File: src/design/ahbp_params.svh
// Constants for the asynchronous host bus port.
// Included by the package and the port module; definitions only.
`ifndef AHBP_PARAMS_SVH
`define AHBP_PARAMS_SVH
`define AHBP_ADDR_W 7
`define AHBP_DATA_W 8
`define AHBP_ADDR_RST 7'h00
`define AHBP_DATA_RST 8'h00
`define AHBP_PIN_IDLE 6'h1C
`define AHBP_STYLE_LATCH 1'b0
`define AHBP_STYLE_STROBE 1'b1
`define AHBP_RW_READ 1'b1
`define AHBP_RW_WRITE 1'b0
`endif

File: src/design/ahbp_pkg.sv
// Types for the asynchronous host bus port.
// Assumes the params header is on the include path.
`include "ahbp_params.svh"
package ahbp_pkg;
	typedef logic [`AHBP_ADDR_W-1:0] ahbp_addr_t;
	typedef logic [`AHBP_DATA_W-1:0] ahbp_data_t;
	typedef enum logic [1:0] {AHBP_IDLE, AHBP_ADDR, AHBP_ACCESS} ahbp_state_e;
	// Register-side request toward the configuration registers
	typedef struct packed {
		logic wr;
		logic rd;
		ahbp_addr_t addr;
		ahbp_data_t wdata;
	} ahbp_req_s;
endpackage

File: src/design/ahbp_port.sv
// Asynchronous parallel host port: host pins in, register access strobes out.
// Assumes all host pins are asynchronous to CLOCK; register read data is same-domain.
// Assumes the host holds every pin level for at least three clocks.
// Strobe edges are seen three clocks late: two synchroniser stages plus the output register.
//
// Contract
// - Latch style: high address latch marks cycle start and captures the address.
// - Latch style: address taken at the falling edge of the latch line.
// - Latch style: address input buffers open while the latch line is high.
// - Strobe style: latch line is active-low address strobe, low opens address buffers.
// - Access works with address strobe and chip select tied together.
// - Latch style: while read strobe low, drive addressed register onto data bus.
// - On read strobe release, stop driving data bus.
// - Strobe style: read strobe pin serves as active-low data strobe.
// - Strobe style: read/write level at data strobe fall chooses read(1) or write(0).
// - Port has a 7-bit address input and 8-bit bidirectional data bus.
`timescale 1ns/1ns
`include "ahbp_params.svh"
module ahbp_port
	import ahbp_pkg::*;
#(
	// Bus widths; the register-side struct fixes what is served
	parameter int ADDR_W = `AHBP_ADDR_W,
	parameter int DATA_W = `AHBP_DATA_W
)
(
	// Clock and reset
	input wire logic CLOCK,
	input wire logic RESETN,
	// Host bus pins
	input wire logic [ADDR_W-1:0] ADDR,
	input wire logic ADDR_LATCH_STROBE,
	input wire logic CS_N,
	input wire logic READ_OR_DATA_STROBE,
	input wire logic WRITE_OR_RW,
	input wire logic HOST_TYPE_SELECT,
	input wire logic HOST_TYPE_SELECT_HI,
	input wire logic [DATA_W-1:0] DATA_IN,
	output logic [DATA_W-1:0] DATA_OUT,
	output logic DATA_OE,
	// Register side
	output ahbp_req_s REG_REQ,
	input wire logic [DATA_W-1:0] REG_RDATA
);
	// Pin vector layout: single-bit pins at the bottom, data then address above
	localparam int B_HI = 0;
	localparam int B_STYLE = 1;
	localparam int B_WRW = 2;
	localparam int B_RDS = 3;
	localparam int B_CS = 4;
	localparam int B_ALS = 5;
	localparam int B_DATA = 6;
	localparam int B_ADDR = B_DATA + DATA_W;
	localparam int SW = B_ADDR + ADDR_W;
	// Idle pin levels, so leaving reset shows no false strobe or select
	localparam logic [SW-1:0] SYNC_IDLE = {{(ADDR_W + DATA_W){1'b0}}, `AHBP_PIN_IDLE};

	// Widths must match the register-side struct carried in the package
	if (ADDR_W != $bits(ahbp_addr_t) || DATA_W != $bits(ahbp_data_t)) begin : g_width_check
		$error("ahbp_port: bus widths differ from the package types");
	end

	// Two-flop synchronisers for every host pin; only the second stage is read
	logic [SW-1:0] sync1;
	logic [SW-1:0] sync2;
	wire [SW-1:0] pins = {ADDR, DATA_IN, ADDR_LATCH_STROBE, CS_N, READ_OR_DATA_STROBE,
		WRITE_OR_RW, HOST_TYPE_SELECT, HOST_TYPE_SELECT_HI};
	always_ff @(posedge CLOCK) begin
		if (!RESETN) begin
			sync1 <= SYNC_IDLE;
			sync2 <= SYNC_IDLE;
		end else begin
			sync1 <= pins;
			sync2 <= sync1;
		end
	end

	// Synchronised pin views
	wire ahbp_addr_t s_addr = sync2[B_ADDR +: ADDR_W];
	wire ahbp_data_t s_data = sync2[B_DATA +: DATA_W];
	wire s_als = sync2[B_ALS];
	wire s_cs_n = sync2[B_CS];
	wire s_rds = sync2[B_RDS];
	wire s_wrw = sync2[B_WRW];
	wire s_style = sync2[B_STYLE];
	wire s_sel_hi = sync2[B_HI];

	// Previous levels for edge detection
	logic p_als;
	logic p_rds;
	logic p_wrw;
	logic p_cs_n;
	always_ff @(posedge CLOCK) begin
		if (!RESETN) begin
			p_als <= 1'b0;
			p_rds <= 1'b1;
			p_wrw <= 1'b1;
			p_cs_n <= 1'b1;
		end else begin
			p_als <= s_als;
			p_rds <= s_rds;
			p_wrw <= s_wrw;
			p_cs_n <= s_cs_n;
		end
	end

	// Style decode; a high second select is unsupported and blocks access
	wire style_ok = !s_sel_hi;
	wire strobe_style = (s_style == `AHBP_STYLE_STROBE);
	wire selected = !s_cs_n && style_ok;
	// Address buffers open: latch high, or address strobe low
	wire addr_open = strobe_style ? !s_als : s_als;
	wire als_fall = p_als && !s_als;
	wire as_fall = p_als && !s_als;
	// Tied strobe and select: both fall together, address taken on the same edge
	wire addr_take = strobe_style ? as_fall : als_fall;
	// Data strobe edges
	wire ds_fall = p_rds && !s_rds;
	wire ds_rise = !p_rds && s_rds;
	// Latch style write strobe edge (data latched on release)
	wire wr_rise = !p_wrw && s_wrw;
	wire rd_active = strobe_style ? (!s_rds && s_wrw == `AHBP_RW_READ) : !s_rds;

	// Address register
	ahbp_addr_t addr;
	ahbp_addr_t next_addr;
	// Latch style follows the pins while the latch is open and freezes at its fall
	wire addr_follow = addr_open && !strobe_style;
	assign next_addr = (addr_take || addr_follow) ? s_addr : addr;
	always_ff @(posedge CLOCK) begin
		if (!RESETN) begin
			addr <= `AHBP_ADDR_RST;
		end else begin
			addr <= next_addr;
		end
	end

	// Operation choice at data strobe fall in strobe style
	logic op_read;
	wire next_op_read = ds_fall ? (s_wrw == `AHBP_RW_READ) : op_read;
	always_ff @(posedge CLOCK) begin
		if (!RESETN) begin
			op_read <= 1'b0;
		end else begin
			op_read <= next_op_read;
		end
	end

	// Cycle boundaries seen by the state machine; latch writes open on the write strobe
	wire as_held = strobe_style && !s_als && !p_cs_n;
	wire access_start = selected && (!s_rds || (!strobe_style && !s_wrw));
	wire access_end = s_rds && (strobe_style || s_wrw);
	wire as_release = strobe_style && s_als;
	// Cycle state: idle, address phase, access phase
	ahbp_state_e state;
	ahbp_state_e next_state;
	always_comb begin
		next_state = state;
		case (state)
			AHBP_IDLE: begin
				if (addr_take || as_held) begin
					next_state = AHBP_ADDR;
				end
			end
			AHBP_ADDR: begin
				if (access_start) begin
					next_state = AHBP_ACCESS;
				end else if (as_release) begin
					next_state = AHBP_IDLE;
				end
			end
			AHBP_ACCESS: begin
				if (access_end) begin
					next_state = strobe_style && !s_als ? AHBP_ADDR : AHBP_IDLE;
				end
			end
			default: next_state = AHBP_IDLE;
		endcase
	end
	always_ff @(posedge CLOCK) begin
		if (!RESETN) begin
			state <= AHBP_IDLE;
		end else begin
			state <= next_state;
		end
	end

	// Read drive and write pulses; a write needs an access phase behind it
	wire drive = selected && rd_active;
	wire in_access = (state == AHBP_ACCESS);
	wire strobe_wr_edge = ds_rise && !op_read;
	wire latch_wr_edge = wr_rise;
	wire wr_pulse = selected && in_access && (strobe_style ? strobe_wr_edge : latch_wr_edge);
	wire rd_pulse = selected && (strobe_style ? (ds_fall && s_wrw) : ds_fall);
	wire ahbp_addr_t req_addr = addr_take ? s_addr : addr;
	wire ahbp_data_t next_data_out = drive ? REG_RDATA : `AHBP_DATA_RST;

	// Data bus drive, registered so the pins never see a decode glitch
	always_ff @(posedge CLOCK) begin
		if (!RESETN) begin
			DATA_OUT <= `AHBP_DATA_RST;
			DATA_OE <= 1'b0;
		end else begin
			DATA_OUT <= next_data_out;
			DATA_OE <= drive;
		end
	end

	// Register-side request: one-cycle pulses with the held address
	always_ff @(posedge CLOCK) begin
		if (!RESETN) begin
			REG_REQ <= '0;
		end else begin
			REG_REQ.wr <= wr_pulse;
			REG_REQ.rd <= rd_pulse;
			REG_REQ.addr <= req_addr;
			REG_REQ.wdata <= s_data;
		end
	end
endmodule

File: config.mk
export PLATFORM = sky130hd
export DESIGN_NAME = ahbp_port
export DESIGN_NICKNAME = d
export VERILOG_FILES = /design/src/design/ahbp_pkg.sv /design/src/design/ahbp_port.sv
export VERILOG_INCLUDE_DIRS = /design/src /design/src/design
export SDC_FILE = /design/constraint.sdc
export NUM_CORES = 1
export LEC_CHECK = 0
export ABC_AREA = 1
export BUFFER_PORTS_ARGS = -buffer_cell sky130_fd_sc_hd__buf_2
export CAP_MARGIN = 20
export CORE_UTILIZATION = 50
export DETAILED_ROUTE_END_ITERATION = 12
export GPL_ROUTABILITY_DRIVEN = 1
export PLACE_DENSITY = 0.72
export SLEW_MARGIN = 0
export SYNTH_ARGS = -nofsm -noshare
export SYNTH_HDL_FRONTEND = slang
export SYNTH_SLANG_ARGS = --single-unit
File: constraint.sdc
create_clock -name CLOCK -period 1.46 [get_ports CLOCK]
set_input_delay 0 -clock CLOCK [delete_from_list [all_inputs] [get_ports CLOCK]]
set_output_delay 0 -clock CLOCK [all_outputs]
set_load 0.005 [all_outputs]
**Word level (Yosys, flattened, before mapping)**

Index checks and enable logic that the tools add are counted.

- Bits in registers: 82
- Bits of input ports: 31
- Output and inout bits: 26
- Logic and storage cells: 67

- Eq/ne operators: 5
- Muxes and demuxes: 11
- Reduce and logical (&&, ||, !) cells: 36

Operators with widths:

| kind | count |
|---|---|
| $logic_and 1x1->1 | 19 |
| $logic_not 1->1 | 10 |
| $mux 2 | 4 |
| $mux 7 | 1 |
| $pmux 2 s3 | 1 |
| $mux 1 | 5 |
| $logic_or 1x1->1 | 4 |
| $ne 2x2->1 const B | 2 |
| $ne 3x3->1 const B | 1 |
| $reduce_and 3->1 | 1 |
| $eq 2x1->1 const B | 1 |
| $eq 2x2->1 const B | 1 |
| $logic_not 2->1 | 1 |
| $reduce_and 2->1 | 1 |

**Logic depth before layout (Yosys ltp)**

Gate-level depths: netlist of the first run.

- Word-level depth: 6
- Gate-level depth with buffers: 7
- Mapped depth without buffers: 7

**Worst setup path before layout of the first run**

No wires, ideal clock.

- Kind: flip-flop to flip-flop
- Start: register sync2[2]
- End: register state[0]
- Library setup time: 0.109 ns
- Arrival time: 0.841 ns
- Data required time: 1.351 ns
- Setup slack: 0.510 ns
- Stages on the path, launching flop included: 7
- Buffers on the path: 0
- Period minus slack after synthesis: 0.950 ns
- Cell sequence: dfxtp_1 -> o21ai_0 -> nand2_1 -> nand2_1 -> o21ai_0 -> nand2_1 -> inv_1

- Word-level cells in the longest chain between the ends: 6
- Elaborated cells between the ends (all ways): 11
- Classes of those cells: eq/ne (2); mux (2); reduce/logical (7)

Ends and longest elaborated chain:

| what | line | text |
|---|---|---|
| start: declaration | ahbp_port.sv:65 | `logic [SW-1:0] sync2;` |
| start signal: assignment | ahbp_port.sv:74 | `sync2 <= sync1;` |
| $logic_not 1->1 | ahbp_port.sv:151 | `wire access_start = selected && (!s_rds \|\| (!strobe_style && !s_wrw));` |
| $logic_and 1x1->1 | ahbp_port.sv:151 |  |
| $logic_or 1x1->1 | ahbp_port.sv:151 |  |
| $logic_and 1x1->1 | ahbp_port.sv:151 |  |
| $ne 3x3->1 (no line) / $mux 2 (equally long branches) | -- |  |
| $reduce_and 3->1 (no line) / $pmux 2 s3 (equally long branches) | -- |  |
| end signal: assignment | ahbp_port.sv:184 | `state <= next_state;` |
| end: declaration | ahbp_port.sv:155 | `ahbp_state_e state;` |

Several ways; a longest one is shown, not always the timed one.
A chain may end at the register's enable or synchronous reset.

**Worst setup path after layout of the first run**

- Start: register sync2[5]
- End: register addr[2]

- Word-level cells in the longest chain between the ends: 4
- Elaborated cells between the ends (all ways): 5
- Classes of those cells: mux (1); reduce/logical (4)

Ends and longest elaborated chain:

| what | line | text |
|---|---|---|
| $logic_not 1->1 | ahbp_port.sv:112, ahbp_port.sv:113, ahbp_port.sv:114 |  |
| $mux 1 | ahbp_port.sv:112 | `wire addr_open = strobe_style ? !s_als : s_als;` |
| $logic_and 1x1->1 | ahbp_port.sv:128 | `wire addr_follow = addr_open && !strobe_style;` |
| $logic_or 1x1->1 * | ahbp_port.sv:129 | `assign next_addr = (addr_take \|\| addr_follow) ? s_addr : addr;` |
| end signal: assignment | ahbp_port.sv:132 | `` addr <= `AHBP_ADDR_RST; `` |
| end signal: assignment | ahbp_port.sv:134 | `addr <= next_addr;` |
| end: declaration | ahbp_port.sv:125 | `ahbp_addr_t addr;` |

Every way passes the cells marked *; elsewhere a longest branch is shown, timed or not.

==> results of run 1 <==
[per-stage QoR]
step	utilization, %	total power, mW	instances
5_1_grt	70.3	4.53	448
6_report	70.3	4.34	448
3_3_place_gp	59.6	2.62	402
4_1_cts	70.3	4.37	448
2_1_floorplan	-	2.55	285
3_5_place_dp	59.6	2.63	402
[worst register-to-register path: stages, from the launching register on]
cell	delay [ns]
sky130_fd_sc_hd__dfxtp_1	0.35
sky130_fd_sc_hd__o21ai_1	0.54
sky130_fd_sc_hd__nor2_1	0.11
sky130_fd_sc_hd__a21oi_1	0.16
[cell families after synthesis]
group | synth area share (%)
buf+inv | 12.5
simple gates | 16.5
compound gates | 6.26
flops | 64.7
[cells in the mapped netlist]
| cell | number | area share, % |
|---|---|---|
| sky130_fd_sc_hd__o21ai_1 | 2 | 0.39 |
| sky130_fd_sc_hd__buf_4 | 3 | 0.89 |
| sky130_fd_sc_hd__a21oi_1 | 13 | 2.6 |
| sky130_fd_sc_hd__nor2_2 | 10 | 2.5 |
| sky130_fd_sc_hd__buf_2 | 6 | 1.2 |
| sky130_fd_sc_hd__inv_2 | 1 | 0.15 |
| sky130_fd_sc_hd__nor3_1 | 1 | 0.20 |
| sky130_fd_sc_hd__o21ai_0 | 15 | 3.0 |
| sky130_fd_sc_hd__or2_2 | 7 | 1.7 |
| sky130_fd_sc_hd__nand2_1 | 54 | 8.0 |
| sky130_fd_sc_hd__inv_1 | 68 | 10 |
| sky130_fd_sc_hd__nor3_4 | 1 | 0.64 |
| sky130_fd_sc_hd__nand3_1 | 5 | 0.99 |
| sky130_fd_sc_hd__a311oi_1 | 1 | 0.35 |
| sky130_fd_sc_hd__dfxtp_1 | 82 | 65 |
| sky130_fd_sc_hd__nor2_1 | 14 | 2.1 |
| sky130_fd_sc_hd__nand2_4 | 1 | 0.44 |
| sky130_fd_sc_hd__inv_4 | 1 | 0.25 |
[metal layers]
layer,GRT usage [%],up-vias,routed length [µm]
met2,32.6,46,2230
met4,10.9,0,78
met5,0,-,0
met1,18.8,813,1910
met3,6.91,8,206
li1,-,1004,-
[power by group through the flow]
stage | Clock (mW) | Sequential, mW | Combinational, mW
6_report | 1.70 | 2.36 | 0.282
5_1_grt | 1.84 | 2.37 | 0.323
4_1_cts | 1.73 | 2.36 | 0.278
3_5_place_dp | 0 | 2.41 | 0.217
3_3_place_gp | 0 | 2.41 | 0.211
2_1_floorplan | 0 | 2.41 | 0.140
[flip-flops by register name, summed over array words and instances, names as in the netlist]
signal    count
sync1        21
sync2        21
REG_REQ      17
DATA_OUT      8
addr          7
state         2
DATA_OE       1
op_read       1
p_als         1
p_cs_n        1
p_rds         1
p_wrw         1
[final timing paths]
path | startpoint | to | slack, ns | depth (start not counted)
worst max-delay path | sync2[5] | addr[2] | 0.23 | 3
worst min-delay path | HOST_TYPE_SELECT_HI | sync1[0] | 0.37 | 4
worst max register to register | sync2[5] | addr[2] | 0.23 | 3
worst min register to register | sync1[16] | sync2[16] | 0.41 | 2
[final cells by class]
cell class                 count  area (µm²)  area share [%]
clock inverter                 1        30.0           0.886
inverter                      70         265            7.83
tap                           67        83.8            2.47
timing repair buffer          89         603            17.8
multi-input combinational    124         578            17.1
clock buffer                  15         186            5.50
sequential                    82        1640            48.4
[timing repair]
| item | in CTS | in global routing |
|---|---|---|
| hold buffers | 30 | 0 |
| hold endpoints to repair | 35 | 0 |
| setup endpoints to repair | 0 | 0 |
==> flow_summary.toml, run 1 <==
[power]
part_of_the_total_power_dissipated_in_combinational_logic_pct = 6.5
max-vdd-ir-drop_uv = 899
sw_power_mw = 0.884
p_int_mw = 3.46
p_leak_nw = 1.91
clock_power_share_pct = 39.1
share_seq_of_total_power_pct = 54.4
power_switching_share_pct = 20.4
power.density_mw_per_mm2 = 1280

[placement]
gp_congestion = 0.746
detailed_place.area_mm2 = 0.00287
port-buffer-count = 56
hpwl_um = 2460
pre_cts_ws_ns = 0.245

[yosys]
syn-num-nets = 316
postSynthCellCount = 285
share_of_the_yosys_chip_area_belonging_to_registers_pct = 64.7
synth.yosys.warnings = 0
synthDistinctLibCells = 18
synthesis_stage_register_bit_count = 82
syn_area_per_cell_um2 = 8.90
synthesis.area_mm2 = 0.00254

[timing]
skew_ns = 0.00680
finalCritPeriodShare_pct = 84.6
final-setup-viol-count = 0
layout_min_cycle_time_ns = 1.23
slew_viol_final = 0
rsz_0062_raised_after_global_routing = "no"
slew_headroom_pct = 55.8
finalHoldWorstSlack_ns = 0.370
final.setup.tns_ns = 0
timing_worst_slew_pin_value_ns = 0.659
max_freq_mhz = 810
worst_slack_ns = 0.225
final_hold_viol_count = 0

[detailed_routing]
detail_route.wirelength_um = 4430
initialDrtViolationCount = 47
detailedRoute.firstPassIterationCount = 4
avgViaCountPerCell = 4.18
drt-wirelength-per-cell_um = 9.90
routed-via-count = 1871
route.detailed.drc = 0
ant_nets = 0

[finish]
fillerInstances = 386
drive_above_1_share_pct = 24.7
final_net_count = 407
stdcell_area_mm2 = 0.00339
antennaDiodeCount = 0
syn_to_final_growth_pct = 33.5
layout_commonest_cell = "sky130_fd_sc_hd__dfxtp_1"
final_cell_mix = "sky130_fd_sc_hd__dfxtp_1, sky130_fd_sc_hd__inv_1, sky130_fd_sc_hd__buf_2"

[critical_path]
worstPathBufferInverterCount = 0
critical_path.startpoint_type = "flop"
setup.worst_path.class = "reg -> reg"
crit_path_max_incr_delay_ns = 0.54
crit_path_cell_trace = "o21ai_1, nor2_1, a21oi_1"
worstPathMaxFanout = 11
cp.arrival_ns = 1.49
endpoint_kind = "flop"
worstPathRequired_ns = 1.72
path_delay_family = "compound AO/OA/AOI/OAI gates"
timing.critical_path.slowest_stage_cell = "sky130_fd_sc_hd__o21ai_1"

[grt]
grt_use_total_pct = 18.6
grt-ovfl-total = 0
vias_in_the_first_global_route = 1763
grt_pass1_wl_um = 7180
grt_max_degree = 36
initial_antenna_violation_count = 0

[worst_hold_path]
worstHoldPathType = "in -> reg"

[floorplanning]
die_width_um = 73.2
initial_core_utilization_pct = 52.7
io_pins = 57
core-area_mm2 = 0.00482
core.rowCount = 25
dieArea_mm2 = 0.00536
die-height_um = 73.2

[clock_network]
post_cts.resized_instances = 0
cell_at_the_root_of_the_clock_tree = "sky130_fd_sc_hd__clkbuf_8"
inserted_clock_buffers = 9
clock_insertion_delay_worst_skew_ns = 0.33
cts_tree = "done"
cts.reportedPaths.clkPinSlew_ns = 0.07
cts_buffer_depth = 2
cts.sinks = 82
post-cts-setup-buffer-count = 0
cts_htree_levels = 3

[outcome]
run_status = "finished, final reports clean"

[run]
max_cap_viol_count = 0
Power figures use the tool's default switching activity.
==> inputs of run 2 (changes only) <==
CORE_UTILIZATION = 47   (was 50)
PLACE_DENSITY = 0.71   (was 0.72)
clock period = 1.06 ns   (was 1.46 ns; I/O delays follow)
==> flow_summary.toml, run 2 (synthesized netlist as in run 1, its figures left out) <==
[outcome]
run_status = "finished, final reports clean"

[finish]
final_cell_mix = "sky130_fd_sc_hd__dfxtp_1, sky130_fd_sc_hd__inv_1, sky130_fd_sc_hd__buf_2"
layout_top_registers = "sync1: 21 flops, sync2: 21 flops, REG_REQ: 17 flops"
final_net_count = 410
fillerInstances = 451
drive_above_1_share_pct = 26.6
finalNonFillerCells = 454
syn_to_final_growth_pct = 34.6
antennaDiodeCount = 0
layout_commonest_cell = "sky130_fd_sc_hd__dfxtp_1"

[grt]
initial_antenna_violation_count = 0
grt_use_total_pct = 16.9
grt_max_degree = 28
grt-ovfl-total = 0
grt_pass1_wl_um = 6910
vias_in_the_first_global_route = 1740

[clock_network]
cts_tree = "done"
cts_htree_levels = 3
cts_buffer_depth = 2
cts.reportedPaths.clkPinSlew_ns = 0.08
cts.sinks = 82
inserted_clock_buffers = 9
cell_at_the_root_of_the_clock_tree = "sky130_fd_sc_hd__clkbuf_8"
clock_insertion_delay_worst_skew_ns = 0.34
post-cts-setup-buffer-count = 0

[critical_path]
cp.arrival_ns = 1.26
worstPathBufferInverterCount = 2
timing.critical_path.slowest_stage_cell = "sky130_fd_sc_hd__dlygate4sd3_1"
crit_path_cell_trace = "nand2_1, dlygate4sd3_1, inv_1"
endpoint_kind = "flop"
setup.worst_path.class = "reg -> reg"
crit_path_max_incr_delay_ns = 0.54
path_delay_family = "buffers and inverters"
worstPathMaxFanout = 1
worstPathRequired_ns = 1.30
critical_path.startpoint_type = "flop"

[run]
max_cap_viol_count = 0

[detailed_routing]
route.detailed.drc = 0
avgViaCountPerCell = 4.09
detailedRoute.firstPassIterationCount = 4
m1WireLength_um = 1860
route.top_layer_used = "met4"
wl_met3_um = 164
ant_nets = 0
routed-via-count = 1857
initialDrtViolationCount = 66
detailroute.wirelength.met2_um = 2070
detail_route.wirelength_um = 4200
drt-wirelength-per-cell_um = 9.25

[floorplanning]
core.rowCount = 26
core-area_mm2 = 0.00514
die-height_um = 75.5
io_pins = 57
initial_core_utilization_pct = 49.4
dieArea_mm2 = 0.00570
die_width_um = 75.5

[timing]
slew_headroom_pct = 83.0
finalCritPeriodShare_pct = 96.8
rsz_0062_raised_after_global_routing = "no"
layout_min_cycle_time_ns = 1.03
max_freq_mhz = 975
final-setup-viol-count = 0
final_hold_viol_count = 0
final.setup.tns_ns = 0
skew_ns = 0.00899
finalHoldWorstSlack_ns = 0.000108
slew_viol_final = 0
timing_worst_slew_pin_value_ns = 0.255

[power]
part_of_the_total_power_dissipated_in_combinational_logic_pct = 6.8
p_int_mw = 4.51
share_seq_of_total_power_pct = 56.0
max-vdd-ir-drop_uv = 1230
sw_power_mw = 1.29
power.density_mw_per_mm2 = 1700
power_switching_share_pct = 22.2
p_leak_nw = 1.91
clock_power_share_pct = 37.1
power_consumption_mw = 5.80

[worst_hold_path]
worstHoldPathType = "in -> reg"

[placement]
hpwl_um = 2490
placed_cells_incl_taps = 407
gp_congestion = 0.787
port-buffer-count = 56
==> run 2: cell count changes in the layout (fill, tap and decap cells not counted), moves of 2 or more <==
cell / change
sky130_fd_sc_hd__dfxtp_2: +3
sky130_fd_sc_hd__o21ai_0: -6
sky130_fd_sc_hd__clkbuf_8: -4
sky130_fd_sc_hd__clkinv_4: +2
sky130_fd_sc_hd__o21ai_1: +5
sky130_fd_sc_hd__clkinvlp_4: +2
sky130_fd_sc_hd__dfxtp_1: -3
==> run 2: worst paths after layout <==
check,cells after the start,startpoint,slack [ns],to
setup / recovery,3,sync1[1],0.03,sync2[1]
hold / removal,2,RESETN,0.0001,p_rds
setup reg to reg,3,sync1[1],0.03,sync2[1]
hold reg to reg,2,sync1[17],0.41,sync2[17]
==> run 2: per-stage QoR <==
stage	util (%)	setup slack [ns]	area (µm²)
global route	66.4	0.00493	3410
CTS	67.0	0.0129	3450
global placement	56.2	0.0418	2890
finish	66.4	0.0344	3410
detailed placement	56.2	-0.000630	2890
floorplan	-	0.110	2540
==> run 2: area by class of cell <==
cell class                      count  area, µm²  share of cell area, %
Timing Repair Buffer               92        634                   18.6
Inverter                           70        265                   7.77
Tap cell                           70       87.6                   2.57
Clock inverter                      6       67.6                   1.98
Sequential cell                    82       1650                   48.2
Clock buffer                       10        128                   3.74
Multi-Input combinational cell    124        587                   17.2
==> run 2: what timing repair did <==
action	in CTS	in global routing
setup endpoints to repair	2	29
pin swaps	0	1
gates resized for setup	2	12
hold endpoints to repair	34	0
hold buffers	36	0
==> run 2: per-layer routing <==
metal | GRT usage [%] | vias up
li1 | - | 1014
met1 | 17.3 | 795
met2 | 30.0 | 40
met3 | 4.23 | 8
met4 | 12.1 | 0
met5 | 0 | -
==> run 2: power by group through the flow <==
| stage | logic, mW | registers (mW) | clock network (mW) |
|---|---|---|---|
| finish | 0.397 | 3.25 | 2.15 |
| global route | 0.459 | 3.26 | 2.36 |
| CTS | 0.403 | 3.25 | 2.23 |
| detailed placement | 0.304 | 3.32 | 0 |
| global placement | 0.298 | 3.32 | 0 |
| floorplan | 0.193 | 3.31 | 0 |
